[src/design/mfg_pkg.sv]
package mfg_pkg;
   // ----
   // Timing
   // ----
   localparam int    CLK_PERIOD_NS   = 8;
   localparam int    SET_TIME_MS     = 2900;
   localparam int    SET_TO_LOSS_DIV = 34;
   localparam longint CLK_LOSS_NS    = longint'(SET_TIME_MS) * 64'd1000000 / SET_TO_LOSS_DIV;
   localparam int    CLK_LOSS_CYC    = int'(CLK_LOSS_NS / CLK_PERIOD_NS);
   localparam int    OSC_DIV_DEF     = 256;
   localparam int    FG_HYST_MV      = 200;
   localparam int    CODE_LSB_MV     = 10;
   localparam logic [7:0] FG_HYST_CODE = 8'(FG_HYST_MV / CODE_LSB_MV);

   // ----
   // Register map
   // ----
   localparam logic [7:0] ADDR_STATE = 8'h00;
   localparam logic [7:0] ADDR_IRQ   = 8'h04;
   localparam logic [7:0] ADDR_MASK  = 8'h08;
   localparam logic [7:0] ADDR_TEMP  = 8'h0C;
   localparam logic [7:0] ADDR_SUPP  = 8'h10;
   localparam logic [7:0] ADDR_FB    = 8'h14;

   localparam int EV_CLK  = 0;
   localparam int EV_TSD  = 1;
   localparam int EV_UV   = 2;
   localparam int EV_FGS  = 3;
   localparam int EV_W    = 4;
   localparam int ST_START = 4;
   localparam int ST_BRAKE = 5;
   localparam int ST_DRIVE = 6;
   localparam int ST_INHIB = 7;

   localparam logic [7:0] TEMP_TRIP_RST = 8'hC8;
   localparam logic [7:0] TEMP_HYST_RST = 8'h14;
   localparam logic [7:0] UV_TRIP_RST   = 8'h50;
   localparam logic [7:0] UV_HYST_RST   = 8'h0A;
   localparam logic [7:0] FB_REF_RST    = 8'h80;
   localparam logic [EV_W-1:0] MASK_RST = 4'h0;

   localparam logic [1:0] RESP_OKAY   = 2'h0;
   localparam logic [1:0] RESP_SLVERR = 2'h2;
endpackage

[src/design/mfg_loss_if.sv]
`timescale 1ns/1ns
`default_nettype none
interface mfg_loss_if;
   logic tick;
   logic ref_level;
   logic lost;
   modport det (input tick, input ref_level, output lost);
   modport ctl (output tick, output ref_level, input lost);
endinterface
`default_nettype wire

[src/design/mfg_clk_loss_det.sv]
`timescale 1ns/1ns
`default_nettype none
module mfg_clk_loss_det
   import mfg_pkg::*;
#(
   parameter int LIMIT = 100
) (
   input wire logic aclk,    // System clock.
   input wire logic aresetn, // Synchronous reset, active low.
   mfg_loss_if.det  lif      // Tick, reference level and loss flag.
);
   localparam int CW = $clog2(LIMIT + 1);

   initial begin
      if (LIMIT < 2) begin
         $error("mfg_clk_loss_det: LIMIT must be at least 2");
      end
   end

   logic          ref_q;
   logic [CW-1:0] cnt_q;
   logic          lost_q;
   wire           edge_seen = lif.ref_level ^ ref_q;
   wire           at_limit  = (cnt_q == CW'(LIMIT));

   // ----
   // Oscillator ticks between reference edges
   // ----
   always_ff @(posedge aclk) begin
      if (!aresetn) begin
         ref_q  <= 1'b0;
         cnt_q  <= '0;
         lost_q <= 1'b0;
      end else begin
         ref_q <= lif.ref_level;
         if (edge_seen) begin
            cnt_q  <= '0;
            lost_q <= 1'b0;
         end else if (lif.tick && !at_limit) begin
            cnt_q <= cnt_q + 1'b1;
         end else if (at_limit) begin
            lost_q <= 1'b1;
         end
      end
   end

   assign lif.lost = lost_q;
endmodule
`default_nettype wire

[src/design/mfg_fault_gate.sv]
// Decided for this implementation: register access over AXI4-Lite and the placing of the registers.
`timescale 1ns/1ns
`default_nettype none
// Operation
// - In the motor drive state all three low-side gates go off while the reference clock is lost.
// - The clock-loss shutdown lifts by itself as soon as the reference clock toggles again.
// - The reference clock counts as lost when it holds one level for longer than about 1/34 of the lock time.
// - In the motor drive state an over-temperature trip turns all three low-side gates off.
// - The thermal trip clears only once the temperature falls below trip minus hysteresis.
// - While undervoltage is active every gate, high and low side, is off in any mode.
// - Undervoltage lockout ends only when the supply rises to trip plus hysteresis.
// - The speed pulse goes high below the reference and low only above reference plus hysteresis.
// - The speed-pulse comparator keeps running in stop mode.
// - Start/stop low selects start mode; high selects stop mode with every gate off.
// - Brake input high engages the brake; drive state is start mode with brake released.
// - Lock protection is inhibited while clock-loss, thermal or undervoltage protection acts.
module mfg_fault_gate
   import mfg_pkg::*;
#(
   parameter int CLK_LOSS_CYCLES = CLK_LOSS_CYC,
   parameter int OSC_DIV         = OSC_DIV_DEF
) (
   input  wire logic        aclk,               // System clock, 125 MHz.
   input  wire logic        aresetn,            // Synchronous reset, active low.
   input  wire logic [7:0]  s_axi_awaddr,       // Write address.
   input  wire logic        s_axi_awvalid,      // Write address valid.
   output logic             s_axi_awready,      // Write address ready.
   input  wire logic [31:0] s_axi_wdata,        // Write data.
   input  wire logic [3:0]  s_axi_wstrb,        // Write byte strobes.
   input  wire logic        s_axi_wvalid,       // Write data valid.
   output logic             s_axi_wready,       // Write data ready.
   output logic [1:0]       s_axi_bresp,        // Write response.
   output logic             s_axi_bvalid,       // Write response valid.
   input  wire logic        s_axi_bready,       // Write response ready.
   input  wire logic [7:0]  s_axi_araddr,       // Read address.
   input  wire logic        s_axi_arvalid,      // Read address valid.
   output logic             s_axi_arready,      // Read address ready.
   output logic [31:0]      s_axi_rdata,        // Read data.
   output logic [1:0]       s_axi_rresp,        // Read response.
   output logic             s_axi_rvalid,       // Read data valid.
   input  wire logic        s_axi_rready,       // Read data ready.
   input  wire logic        ref_clk_in,         // Speed reference clock level.
   input  wire logic        start_stop_n,       // Low selects start mode.
   input  wire logic        brake_input,        // High engages the brake.
   input  wire logic [7:0]  temp_code,          // Junction temperature code.
   input  wire logic [7:0]  supply_code,        // Supply voltage code.
   input  wire logic [7:0]  fb_amp_code,        // Feedback amplifier output code.
   input  wire logic [2:0]  gate_demand_high,   // Commutation demand, high side.
   input  wire logic [2:0]  gate_demand_low,    // Commutation demand, low side.
   output logic             phase_u_high_gate,  // Phase U high-side gate.
   output logic             phase_v_high_gate,  // Phase V high-side gate.
   output logic             phase_w_high_gate,  // Phase W high-side gate.
   output logic             phase_u_low_gate,   // Phase U low-side gate.
   output logic             phase_v_low_gate,   // Phase V low-side gate.
   output logic             phase_w_low_gate,   // Phase W low-side gate.
   output logic             speed_pulse_output, // Speed pulse comparator output.
   output logic             lock_inhibit,       // High suppresses lock protection.
   output logic             irq                 // Interrupt, active high level.
);
   localparam int LOSS_LIMIT = CLK_LOSS_CYCLES / OSC_DIV;
   localparam int DW         = $clog2(OSC_DIV);

   initial begin
      if (OSC_DIV < 2 || LOSS_LIMIT < 2) begin
         $error("mfg_fault_gate: OSC_DIV and CLK_LOSS_CYCLES/OSC_DIV must be at least 2");
      end
   end

   // ----
   // Protection oscillator and clock-loss detector
   // ----
   logic [DW-1:0] osc_cnt_q;
   logic          osc_tick_q;
   wire           osc_wrap = (osc_cnt_q == DW'(OSC_DIV - 1));

   always_ff @(posedge aclk) begin
      if (!aresetn) begin
         osc_cnt_q  <= '0;
         osc_tick_q <= 1'b0;
      end else begin
         osc_cnt_q  <= osc_wrap ? '0 : osc_cnt_q + 1'b1;
         osc_tick_q <= osc_wrap;
      end
   end

   mfg_loss_if lif ();
   assign lif.tick      = osc_tick_q;
   assign lif.ref_level = ref_clk_in;

   mfg_clk_loss_det #(
      .LIMIT (LOSS_LIMIT)
   ) u_det (
      .aclk    (aclk),
      .aresetn (aresetn),
      .lif     (lif.det)
   );

   // ----
   // Configuration registers
   // ----
   logic [7:0]      temp_trip_q, temp_hyst_q;
   logic [7:0]      uv_trip_q, uv_hyst_q;
   logic [7:0]      fb_ref_q, fb_hyst_q;
   logic [EV_W-1:0] irq_stat_q, irq_mask_q;

   // ----
   // Hysteresis comparators
   // ----
   logic tsd_q, uv_q, fgs_q;
   wire [8:0] temp_rel = {1'b0, temp_trip_q} - {1'b0, temp_hyst_q};
   wire [8:0] uv_rel   = {1'b0, uv_trip_q} + {1'b0, uv_hyst_q};
   wire [8:0] fb_hi    = {1'b0, fb_ref_q} + {1'b0, fb_hyst_q};
   wire       tsd_set  = temp_code >= temp_trip_q;
   wire       tsd_clr  = temp_rel[8] ? 1'b0 : ({1'b0, temp_code} < temp_rel);
   wire       uv_set   = supply_code < uv_trip_q;
   wire       uv_clr   = {1'b0, supply_code} >= uv_rel;
   wire       fgs_set  = fb_amp_code < fb_ref_q;
   wire       fgs_clr  = {1'b0, fb_amp_code} > fb_hi;

   always_ff @(posedge aclk) begin
      if (!aresetn) begin
         tsd_q <= 1'b0;
         uv_q  <= 1'b1;
         fgs_q <= 1'b0;
      end else begin
         if (tsd_set) begin
            tsd_q <= 1'b1;
         end else if (tsd_clr) begin
            tsd_q <= 1'b0;
         end
         if (uv_set) begin
            uv_q <= 1'b1;
         end else if (uv_clr) begin
            uv_q <= 1'b0;
         end
         if (fgs_set) begin
            fgs_q <= 1'b1;
         end else if (fgs_clr) begin
            fgs_q <= 1'b0;
         end
      end
   end

   // ----
   // Mode decode and gate control
   // ----
   wire       start_mode = ~start_stop_n;
   wire       brake_on   = brake_input;
   wire       drive      = start_mode & ~brake_on;
   wire       low_kill   = drive & (lif.lost | tsd_q);
   wire       all_off    = uv_q | ~start_mode;
   wire [2:0] hi_d       = (all_off | brake_on) ? 3'h0 : gate_demand_high;
   wire [2:0] lo_d       = all_off  ? 3'h0 :
                           brake_on ? 3'h7 :
                           low_kill ? 3'h0 : gate_demand_low;
   // Thermal and undervoltage count in every state so that lock protection stays
   // quiet even while the host is still braking.
   wire       inhib_d    = lif.lost | tsd_q | uv_q;

   logic [2:0] hi_q, lo_q;
   logic       inhib_q, fgs_out_q, irq_q;

   // ----
   // Interrupt events
   // ----
   logic            lost_d1_q, tsd_d1_q, uv_d1_q, fgs_d1_q;
   wire [EV_W-1:0]  ev = {fgs_q & ~fgs_d1_q, uv_q & ~uv_d1_q,
                          tsd_q & ~tsd_d1_q, lif.lost & ~lost_d1_q};

   always_ff @(posedge aclk) begin
      if (!aresetn) begin
         hi_q      <= 3'h0;
         lo_q      <= 3'h0;
         inhib_q   <= 1'b0;
         fgs_out_q <= 1'b0;
         irq_q     <= 1'b0;
         lost_d1_q <= 1'b0;
         tsd_d1_q  <= 1'b0;
         uv_d1_q   <= 1'b1;
         fgs_d1_q  <= 1'b0;
      end else begin
         hi_q      <= hi_d;
         lo_q      <= lo_d;
         inhib_q   <= inhib_d;
         fgs_out_q <= fgs_q;
         irq_q     <= |(irq_stat_q & irq_mask_q);
         lost_d1_q <= lif.lost;
         tsd_d1_q  <= tsd_q;
         uv_d1_q   <= uv_q;
         fgs_d1_q  <= fgs_q;
      end
   end

   assign phase_u_high_gate  = hi_q[0];
   assign phase_v_high_gate  = hi_q[1];
   assign phase_w_high_gate  = hi_q[2];
   assign phase_u_low_gate   = lo_q[0];
   assign phase_v_low_gate   = lo_q[1];
   assign phase_w_low_gate   = lo_q[2];
   assign speed_pulse_output = fgs_out_q;
   assign lock_inhibit       = inhib_q;
   assign irq                = irq_q;

   // ----
   // AXI4-Lite write channel
   // ----
   logic [7:0]  aw_addr_q;
   logic [31:0] w_data_q;
   logic [3:0]  w_strb_q;
   logic        awready_q, wready_q, bvalid_q;
   logic [1:0]  bresp_q;

   wire        aw_hs    = s_axi_awvalid & awready_q;
   wire        w_hs     = s_axi_wvalid & wready_q;
   wire        commit   = ~awready_q & ~wready_q & ~bvalid_q;
   wire [31:0] bmask    = {{8{w_strb_q[3]}}, {8{w_strb_q[2]}},
                           {8{w_strb_q[1]}}, {8{w_strb_q[0]}}};
   wire [31:0] wmasked  = w_data_q & bmask;
   wire        wr_irq   = commit & (aw_addr_q == ADDR_IRQ);
   wire        wr_mask  = commit & (aw_addr_q == ADDR_MASK);
   wire        wr_temp  = commit & (aw_addr_q == ADDR_TEMP);
   wire        wr_supp  = commit & (aw_addr_q == ADDR_SUPP);
   wire        wr_fb    = commit & (aw_addr_q == ADDR_FB);
   wire        wr_hit   = wr_irq | wr_mask | wr_temp | wr_supp | wr_fb |
                          (aw_addr_q == ADDR_STATE);
   wire [15:0] m16      = bmask[15:0];
   wire [EV_W-1:0] clr  = wr_irq ? wmasked[EV_W-1:0] : '0;

   function automatic logic [15:0] merge16(input logic [15:0] old, input logic [15:0] nw,
                                           input logic [15:0] m);
      merge16 = (old & ~m) | (nw & m);
   endfunction

   always_ff @(posedge aclk) begin
      if (!aresetn) begin
         awready_q <= 1'b1;
         wready_q  <= 1'b1;
         bvalid_q  <= 1'b0;
         bresp_q   <= RESP_OKAY;
         aw_addr_q <= 8'h00;
         w_data_q  <= 32'h0000_0000;
         w_strb_q  <= 4'h0;
      end else begin
         if (aw_hs) begin
            awready_q <= 1'b0;
            aw_addr_q <= s_axi_awaddr;
         end
         if (w_hs) begin
            wready_q <= 1'b0;
            w_data_q <= s_axi_wdata;
            w_strb_q <= s_axi_wstrb;
         end
         if (commit) begin
            bvalid_q <= 1'b1;
            bresp_q  <= wr_hit ? RESP_OKAY : RESP_SLVERR;
         end else if (bvalid_q && s_axi_bready) begin
            bvalid_q  <= 1'b0;
            awready_q <= 1'b1;
            wready_q  <= 1'b1;
         end
      end
   end

   always_ff @(posedge aclk) begin
      if (!aresetn) begin
         irq_stat_q  <= '0;
         irq_mask_q  <= MASK_RST;
         temp_trip_q <= TEMP_TRIP_RST;
         temp_hyst_q <= TEMP_HYST_RST;
         uv_trip_q   <= UV_TRIP_RST;
         uv_hyst_q   <= UV_HYST_RST;
         fb_ref_q    <= FB_REF_RST;
         fb_hyst_q   <= FG_HYST_CODE;
      end else begin
         // A new event in the clearing cycle stays set.
         irq_stat_q <= (irq_stat_q & ~clr) | ev;
         if (wr_mask) begin
            irq_mask_q <= (irq_mask_q & ~m16[EV_W-1:0]) | wmasked[EV_W-1:0];
         end
         if (wr_temp) begin
            {temp_hyst_q, temp_trip_q} <= merge16({temp_hyst_q, temp_trip_q}, w_data_q[15:0], m16);
         end
         if (wr_supp) begin
            {uv_hyst_q, uv_trip_q} <= merge16({uv_hyst_q, uv_trip_q}, w_data_q[15:0], m16);
         end
         if (wr_fb) begin
            {fb_hyst_q, fb_ref_q} <= merge16({fb_hyst_q, fb_ref_q}, w_data_q[15:0], m16);
         end
      end
   end

   assign s_axi_awready = awready_q;
   assign s_axi_wready  = wready_q;
   assign s_axi_bvalid  = bvalid_q;
   assign s_axi_bresp   = bresp_q;

   // ----
   // AXI4-Lite read channel
   // ----
   logic        arready_q, rvalid_q;
   logic [31:0] rdata_q;
   logic [1:0]  rresp_q;

   wire        ar_hs   = s_axi_arvalid & arready_q;
   wire [31:0] state_w = {24'h000000, inhib_q, drive, brake_on, start_mode,
                          fgs_q, uv_q, tsd_q, lif.lost};
   wire        rd_ok   = (s_axi_araddr == ADDR_STATE) | (s_axi_araddr == ADDR_IRQ) |
                         (s_axi_araddr == ADDR_MASK)  | (s_axi_araddr == ADDR_TEMP) |
                         (s_axi_araddr == ADDR_SUPP)  | (s_axi_araddr == ADDR_FB);
   wire [31:0] rd_mux  =
      (s_axi_araddr == ADDR_STATE) ? state_w :
      (s_axi_araddr == ADDR_IRQ)   ? {28'h0000000, irq_stat_q} :
      (s_axi_araddr == ADDR_MASK)  ? {28'h0000000, irq_mask_q} :
      (s_axi_araddr == ADDR_TEMP)  ? {16'h0000, temp_hyst_q, temp_trip_q} :
      (s_axi_araddr == ADDR_SUPP)  ? {16'h0000, uv_hyst_q, uv_trip_q} :
      (s_axi_araddr == ADDR_FB)    ? {16'h0000, fb_hyst_q, fb_ref_q} : 32'h0000_0000;

   always_ff @(posedge aclk) begin
      if (!aresetn) begin
         arready_q <= 1'b1;
         rvalid_q  <= 1'b0;
         rdata_q   <= 32'h0000_0000;
         rresp_q   <= RESP_OKAY;
      end else if (ar_hs) begin
         arready_q <= 1'b0;
         rvalid_q  <= 1'b1;
         rdata_q   <= rd_mux;
         rresp_q   <= rd_ok ? RESP_OKAY : RESP_SLVERR;
      end else if (rvalid_q && s_axi_rready) begin
         rvalid_q  <= 1'b0;
         arready_q <= 1'b1;
      end
   end

   assign s_axi_arready = arready_q;
   assign s_axi_rvalid  = rvalid_q;
   assign s_axi_rdata   = rdata_q;
   assign s_axi_rresp   = rresp_q;
endmodule
`default_nettype wire

[config.mk]
export PLATFORM = sky130hd
export DESIGN_NAME = mfg_fault_gate
export DESIGN_NICKNAME = d
export VERILOG_FILES = /design/src/design/mfg_pkg.sv /design/src/design/mfg_loss_if.sv /design/src/design/mfg_clk_loss_det.sv /design/src/design/mfg_fault_gate.sv
export SDC_FILE = /design/constraint.sdc
export NUM_CORES = 1
export LEC_CHECK = 0
export ABC_CLOCK_PERIOD_IN_PS = 8050
export BUFFER_PORTS_ARGS = -buffer_cell sky130_fd_sc_hd__buf_4
export CAP_MARGIN = 20
export CORE_MARGIN = 8
export CORE_UTILIZATION = 59
export DETAILED_ROUTE_END_ITERATION = 10
export PLACE_DENSITY = 0.95
export SLEW_MARGIN = 20
export SYNTH_ARGS = -nofsm -noshare
export SYNTH_HDL_FRONTEND = slang
export SYNTH_SLANG_ARGS = --single-unit
[constraint.sdc]
create_clock -name aclk -period 8.05 [get_ports aclk]
set_clock_uncertainty 0.2 [all_clocks]
set_input_delay 1.61 -clock aclk [delete_from_list [all_inputs] [get_ports aclk]]
set_output_delay 1.61 -clock aclk [all_outputs]
set_load 0.005 [all_outputs]
### Word-level counts from Yosys, hierarchy flattened

Cells that the tools add are included.

* add/subtract/negate cells: 5
* magnitude comparators: 6
* eq/ne operators: 12
* muxes and demuxes: 28
* bitwise gates (word level): 58
* reduce and logical (&&, ||, !) cells: 17

Operator list (count)
* $mux 16: 6
* $and 16x16->16: 4
* $or 16x16->16: 3
* $eq 8x4->1 const B: 4
* $eq 8x5->1 const B: 4
* $add 8x8->9: 2
* $mux 1: 17
* $add 16x1->16 const B: 1
* $and 1x1->1: 16
* $and 4x4->4: 4
* $eq 16x16->1 const B: 1
* $eq 8x3->1 const B: 2
* $logic_not 8->1: 2
* $lt 8x8->1: 2
* $not 16->16: 1
* $or 1x1->1: 14
* $not 1->1: 11
* $reduce_or 2->1: 5
* $ge 8x9->1: 1
* $gt 8x9->1: 1
* $lt 8x9->1: 1
* $sub 8x8->9: 1
* $add 8x1->8 const B: 1
* $eq 8x8->1 const B: 1
* other kinds (12): 21

* bits in registers: 165
* bits of input ports: 92
* output and inout bits: 50

### Depth between registers and ports, before layout

* depth in word-level cells: 10
* depth in mapped cells: 14

### Hierarchy

A second synthesis with hierarchy kept.

* cell total of the unflattened synthesis: 973
* area total of the unflattened synthesis: 8175.3 um2

Modules (own cells, without submodules)
* mfg_fault_gate: times used 1, cells each 870, area each 7297.0 um2, seq. area each 2582.5 um2
* mfg_clk_loss_det: times used 1, cells each 103, area each 878.3 um2, seq. area each 360.3 um2

### Worst setup path after synthesis

No wires, ideal clock.

* kind: input port to flip-flop
* start: input port s_axi_araddr[3]
* end: register rdata_q[4], in the netlist s_axi_rdata[4]
* setup time: 0.074 ns
* arrival: 2.993 ns
* required time: 7.776 ns
* path slack: 4.783 ns
* stages on the path: 7
* cell sequence: buf_2 -> nor4b_4 -> and2_1 -> buf_2 -> a221oi_1 -> or3_1 -> a31oi_1

* cells in the longest elaborated chain, start to end: 7
* elaborated cells on any way between the ends: 12

Ends and longest elaborated chain
* start: declaration: line mfg_fault_gate.sv:35 `input wire logic [7:0] s_axi_araddr,`
* $eq 8x5->1: line mfg_fault_gate.sv:316 `(s_axi_araddr == ADDR_FB) ? {16'h0000, fb_hyst_q, fb_ref_q} : 32'h0000_0000;`
* $mux 16: line mfg_fault_gate.sv:316
* $mux 16: line mfg_fault_gate.sv:315 `(s_axi_araddr == ADDR_SUPP) ? {16'h0000, uv_hyst_q, uv_trip_q} :`
* $mux 16: line mfg_fault_gate.sv:314 `(s_axi_araddr == ADDR_TEMP) ? {16'h0000, temp_hyst_q, temp_trip_q} :`
* $mux 16: line mfg_fault_gate.sv:313 `(s_axi_araddr == ADDR_MASK) ? {28'h0000000, irq_mask_q} :`
* $mux 16: line mfg_fault_gate.sv:312 `(s_axi_araddr == ADDR_IRQ) ? {28'h0000000, irq_stat_q} :`
* $mux 16 *: line mfg_fault_gate.sv:311 `(s_axi_araddr == ADDR_STATE) ? state_w :`
* end signal: assignment: line mfg_fault_gate.sv:327 `rdata_q <= rd_mux;`
* end: declaration: line mfg_fault_gate.sv:301 `logic [31:0] rdata_q;`

Every way passes the cells marked *; elsewhere a longest branch is shown, timed or not.
A chain may end at the register's enable or synchronous reset.

### Worst setup path after layout

* start: input port s_axi_araddr[1]
* end: register rdata_q[5], in the netlist s_axi_rdata[5]

The elaborated chain is that of the path after synthesis.

==> impl_metrics.tcl <==
set metrics [dict create \
    status "finished, final reports clean" \
    cts-root-buf "clkbuf_16" \
    drv_cap 0 \
    synth_area_sq_mm 0.00800 \
    clk_pin_slew_ps 60 \
    io_pins 142 \
    synth_ff_type "dfxtp_1" \
    report.final.slew_viol_count 0 \
    setup_slack_ps 4520 \
    combPwrFrac_pct 7.9 \
    utilization_pct 71.2 \
    worst_pin_slew_ps 981 \
    wl_mm 20.9 \
    area_growth_pct 17.8 \
    start_util_pct 60.4 \
    dieHeight_microns 132 \
    final.setup.tns_ps 0 \
    h-tree-depth 4 \
    clock_sinks 147 \
    synthArstFlopShare_pct 0 \
    clk_latency_ps 430 \
    avgSynthCellArea_sq_um 8.59 \
    fin_crit_sh_pct 43.9 \
    grt_pass1_vias 7038 \
    synth_top_family_by_area "simple AND/OR/NAND/NOR gates" \
    grt_pass1_wl_mm 34.1 \
    final_layout_size_suffix_gt1_share_pct 14.7 \
    ys_types 64 \
    num_rows 42 \
    cts_buffer_depth 2 \
    path_cells "buf_4 > nor3_1 > nor2b_1 > a221oi_1 > or3_1 > a31oi_1" \
    antenna_found_initial 0 \
    yosysSeqAreaShare_pct 36.8 \
    cts_tree "built" \
    switching_share_pct 24.1 \
    power.density_mw_per_mm2 184 \
    vias_per_cell 5.84 \
    power.total_mw 1.73 \
    crit_fanout 12 \
    cp.arrival_ps 3680 \
    drtPass1Iterations 5 \
    place_ws_ps 4260 \
    slowest_stage "nor2b_1" \
    period_minus_slack_ps 3530 \
    wire_per_inst_microns 17.2 \
    die_area_sq_mm 0.0175 \
    setup_viol 0 \
    critPathBufInv 1 \
    yosys.area.top_type "dfxtp_1" \
    num_vias 7077 \
    synth_cells 931 \
    nFillCells 1000 \
    grt_max_degree 79 \
    ctsResizeCount 0 \
    post_cts.repair.setup_buffers 0 \
    leakage_nw 4.18 \
    track_usage_pct 23.6 \
    hold_viol_final 0 \
    synthAdderAreaFrac_pct 11.9 \
    hold_path_class "flop to flop" \
    core_area_sq_mm 0.0132 \
    power.switching_uw 417 \
    synth_commonest_cells "dfxtp_1, nor2_1, nand2_1" \
    yosys-top-cells-area "dfxtp_1, ha_1, mux2i_1" \
    port_buffers 105 \
    synth_xor_area_share_pct 3.83 \
    slowest_delay_ps 790 \
    drtIter0Drc 634 \
    synth_compound_area_share_pct 14.1 \
    synth_enable_flop_cells 0 \
    ir_drop_uv 141 \
    relSlewSlack_pct 34.0 \
    yosysWarnings 0 \
    internal_power_mw 1.31 \
    grt_overflow 0 \
    synthMuxAreaShare_pct 7.19 \
    die_w_microns 132 \
    yosysTopAreaCellShare_pct 36.8 \
    drc_errors 0 \
    place_congestion 0.941 \
    rsz0062_at_grt "no" \
    critical_path_class "input pin to flop" \
    numCtsBuffers 17 \
    ant_nets 0 \
    end_kind "flop" \
    ys_seq_elements 147 \
    multi_input_area_sq_mm 0.00468 \
    ctsHoldBuffers 0 \
    worst_setup_path_start_kind "input pin" \
    synth-simple-area-share_pct 20.7 \
    dp_hpwl_mm 15.4 \
    required_ps 8200 \
    n_antenna_cell 0 \
    crit_family "simple AND/OR/NAND/NOR gates" \
    seq_area_sq_mm 0.00294 \
    clkPwrFrac_pct 47.6 \
    fin_nets 1189 \
    p_seq_share_pct 44.5 \
    yosysMostFrequentCell "dfxtp_1" \
    max_freq_mhz 283 \
]
## cell type report
class,instances,share of cell area [%]
multi-input cells,706,49.6
flip-flops and latches,147,31.2
repair buffers,107,8.52
clock buffers,20,4.74
well taps,176,2.34
clock inverters,12,1.77
inverters,44,1.75
## path summary, 6_finish.rpt
| check | from | endpoint | slack (ps) | depth (start not counted) |
|---|---|---|---|---|
| worst max-delay path | s_axi_araddr[1] | s_axi_rdata[5]$_SDFFE_PN0P_ | 4520 | 6 |
| worst min-delay path | s_axi_rdata[9]$_SDFFE_PN0P_ | s_axi_rdata[9]$_SDFFE_PN0P_ | 260 | 2 |
| worst min register to register | s_axi_rdata[9]$_SDFFE_PN0P_ | s_axi_rdata[9]$_SDFFE_PN0P_ | 260 | 2 |
| worst max register to register | flop | fgs_q$_SDFFE_PN0P_ | 4780 | 14 |
## power by group through the flow
stage / clock (mW) / sequential (mW) / combinational, mW
4_1_cts: 0.830 / 0.768 / 0.137
3_5_place_dp: 0 / 0.784 / 0.135
6_report: 0.824 / 0.769 / 0.137
2_1_floorplan: 0 / 0.775 / 0.0832
3_3_place_gp: 0 / 0.783 / 0.131
5_1_grt: 0.862 / 0.771 / 0.153
## layer usage
layer  GRT usage, %  vias up  wire, microns
met3           5.45       57           1840
met2           39.2      330           9780
met4           12.1        0            694
met5              0        -              0
met1           28.1     3278           8540
li1               -     3412              -
## cells in the final DEF, fill, tap and decap left out, drive strengths merged, types with 5 or more instances in the layout
cell type | netlist | routed
o22ai | 6 | 6
nor3 | 13 | 13
inv | 43 | 50
and2 | 10 | 10
or3 | 8 | 8
nand2 | 95 | 95
nand3 | 28 | 28
o21ai | 46 | 46
a221oi | 11 | 11
a21oi | 56 | 56
mux2i | 53 | 53
ha | 71 | 71
xnor2 | 16 | 16
nor2 | 116 | 116
clkbuf | 21 | 20
conb | 1 | 18
dfxtp | 147 | 147
buf | 30 | 107
nand4 | 11 | 11
xor2 | 19 | 19
a21o | 10 | 10
o31ai | 10 | 10
a31oi | 13 | 13
and3 | 5 | 5
nand2b | 19 | 19
nor2b | 18 | 18
## worst reg2reg max path, cell delays in order (launching register included)
cell,delay (ps)
dfxtp_1,470
ha_1,220
inv_1,60
fa_1,400
nand2b_1,180
a21oi_1,220
o21ai_0,110
nand2b_1,90
xnor2_1,160
ha_1,220
a2111o_1,160
a2bb2oi_1,170
o31ai_1,100
a311oi_1,270
o32ai_1,120
## logic make-up (layout without fill, tap and decap cells)
kind of cell,Yosys count,after routing
compound gates,180,180
xor+xnor,35,35
simple gates,342,342
flops,147,147
other cells,1,18
fa+ha+maj,74,74
buf+inv,95,183
mux,57,57
## metrics by stage
step                      hold WS, ps  std cells  area [sq um]
after CTS                         263       1212          9420
after floorplan                   226        948          8060
after global placement            242       1180          8810
after detailed placement          249       1180          8810
after global routing              288       1212          9420
final                             262       1212          9420
Power figures use the tool's default switching activity.
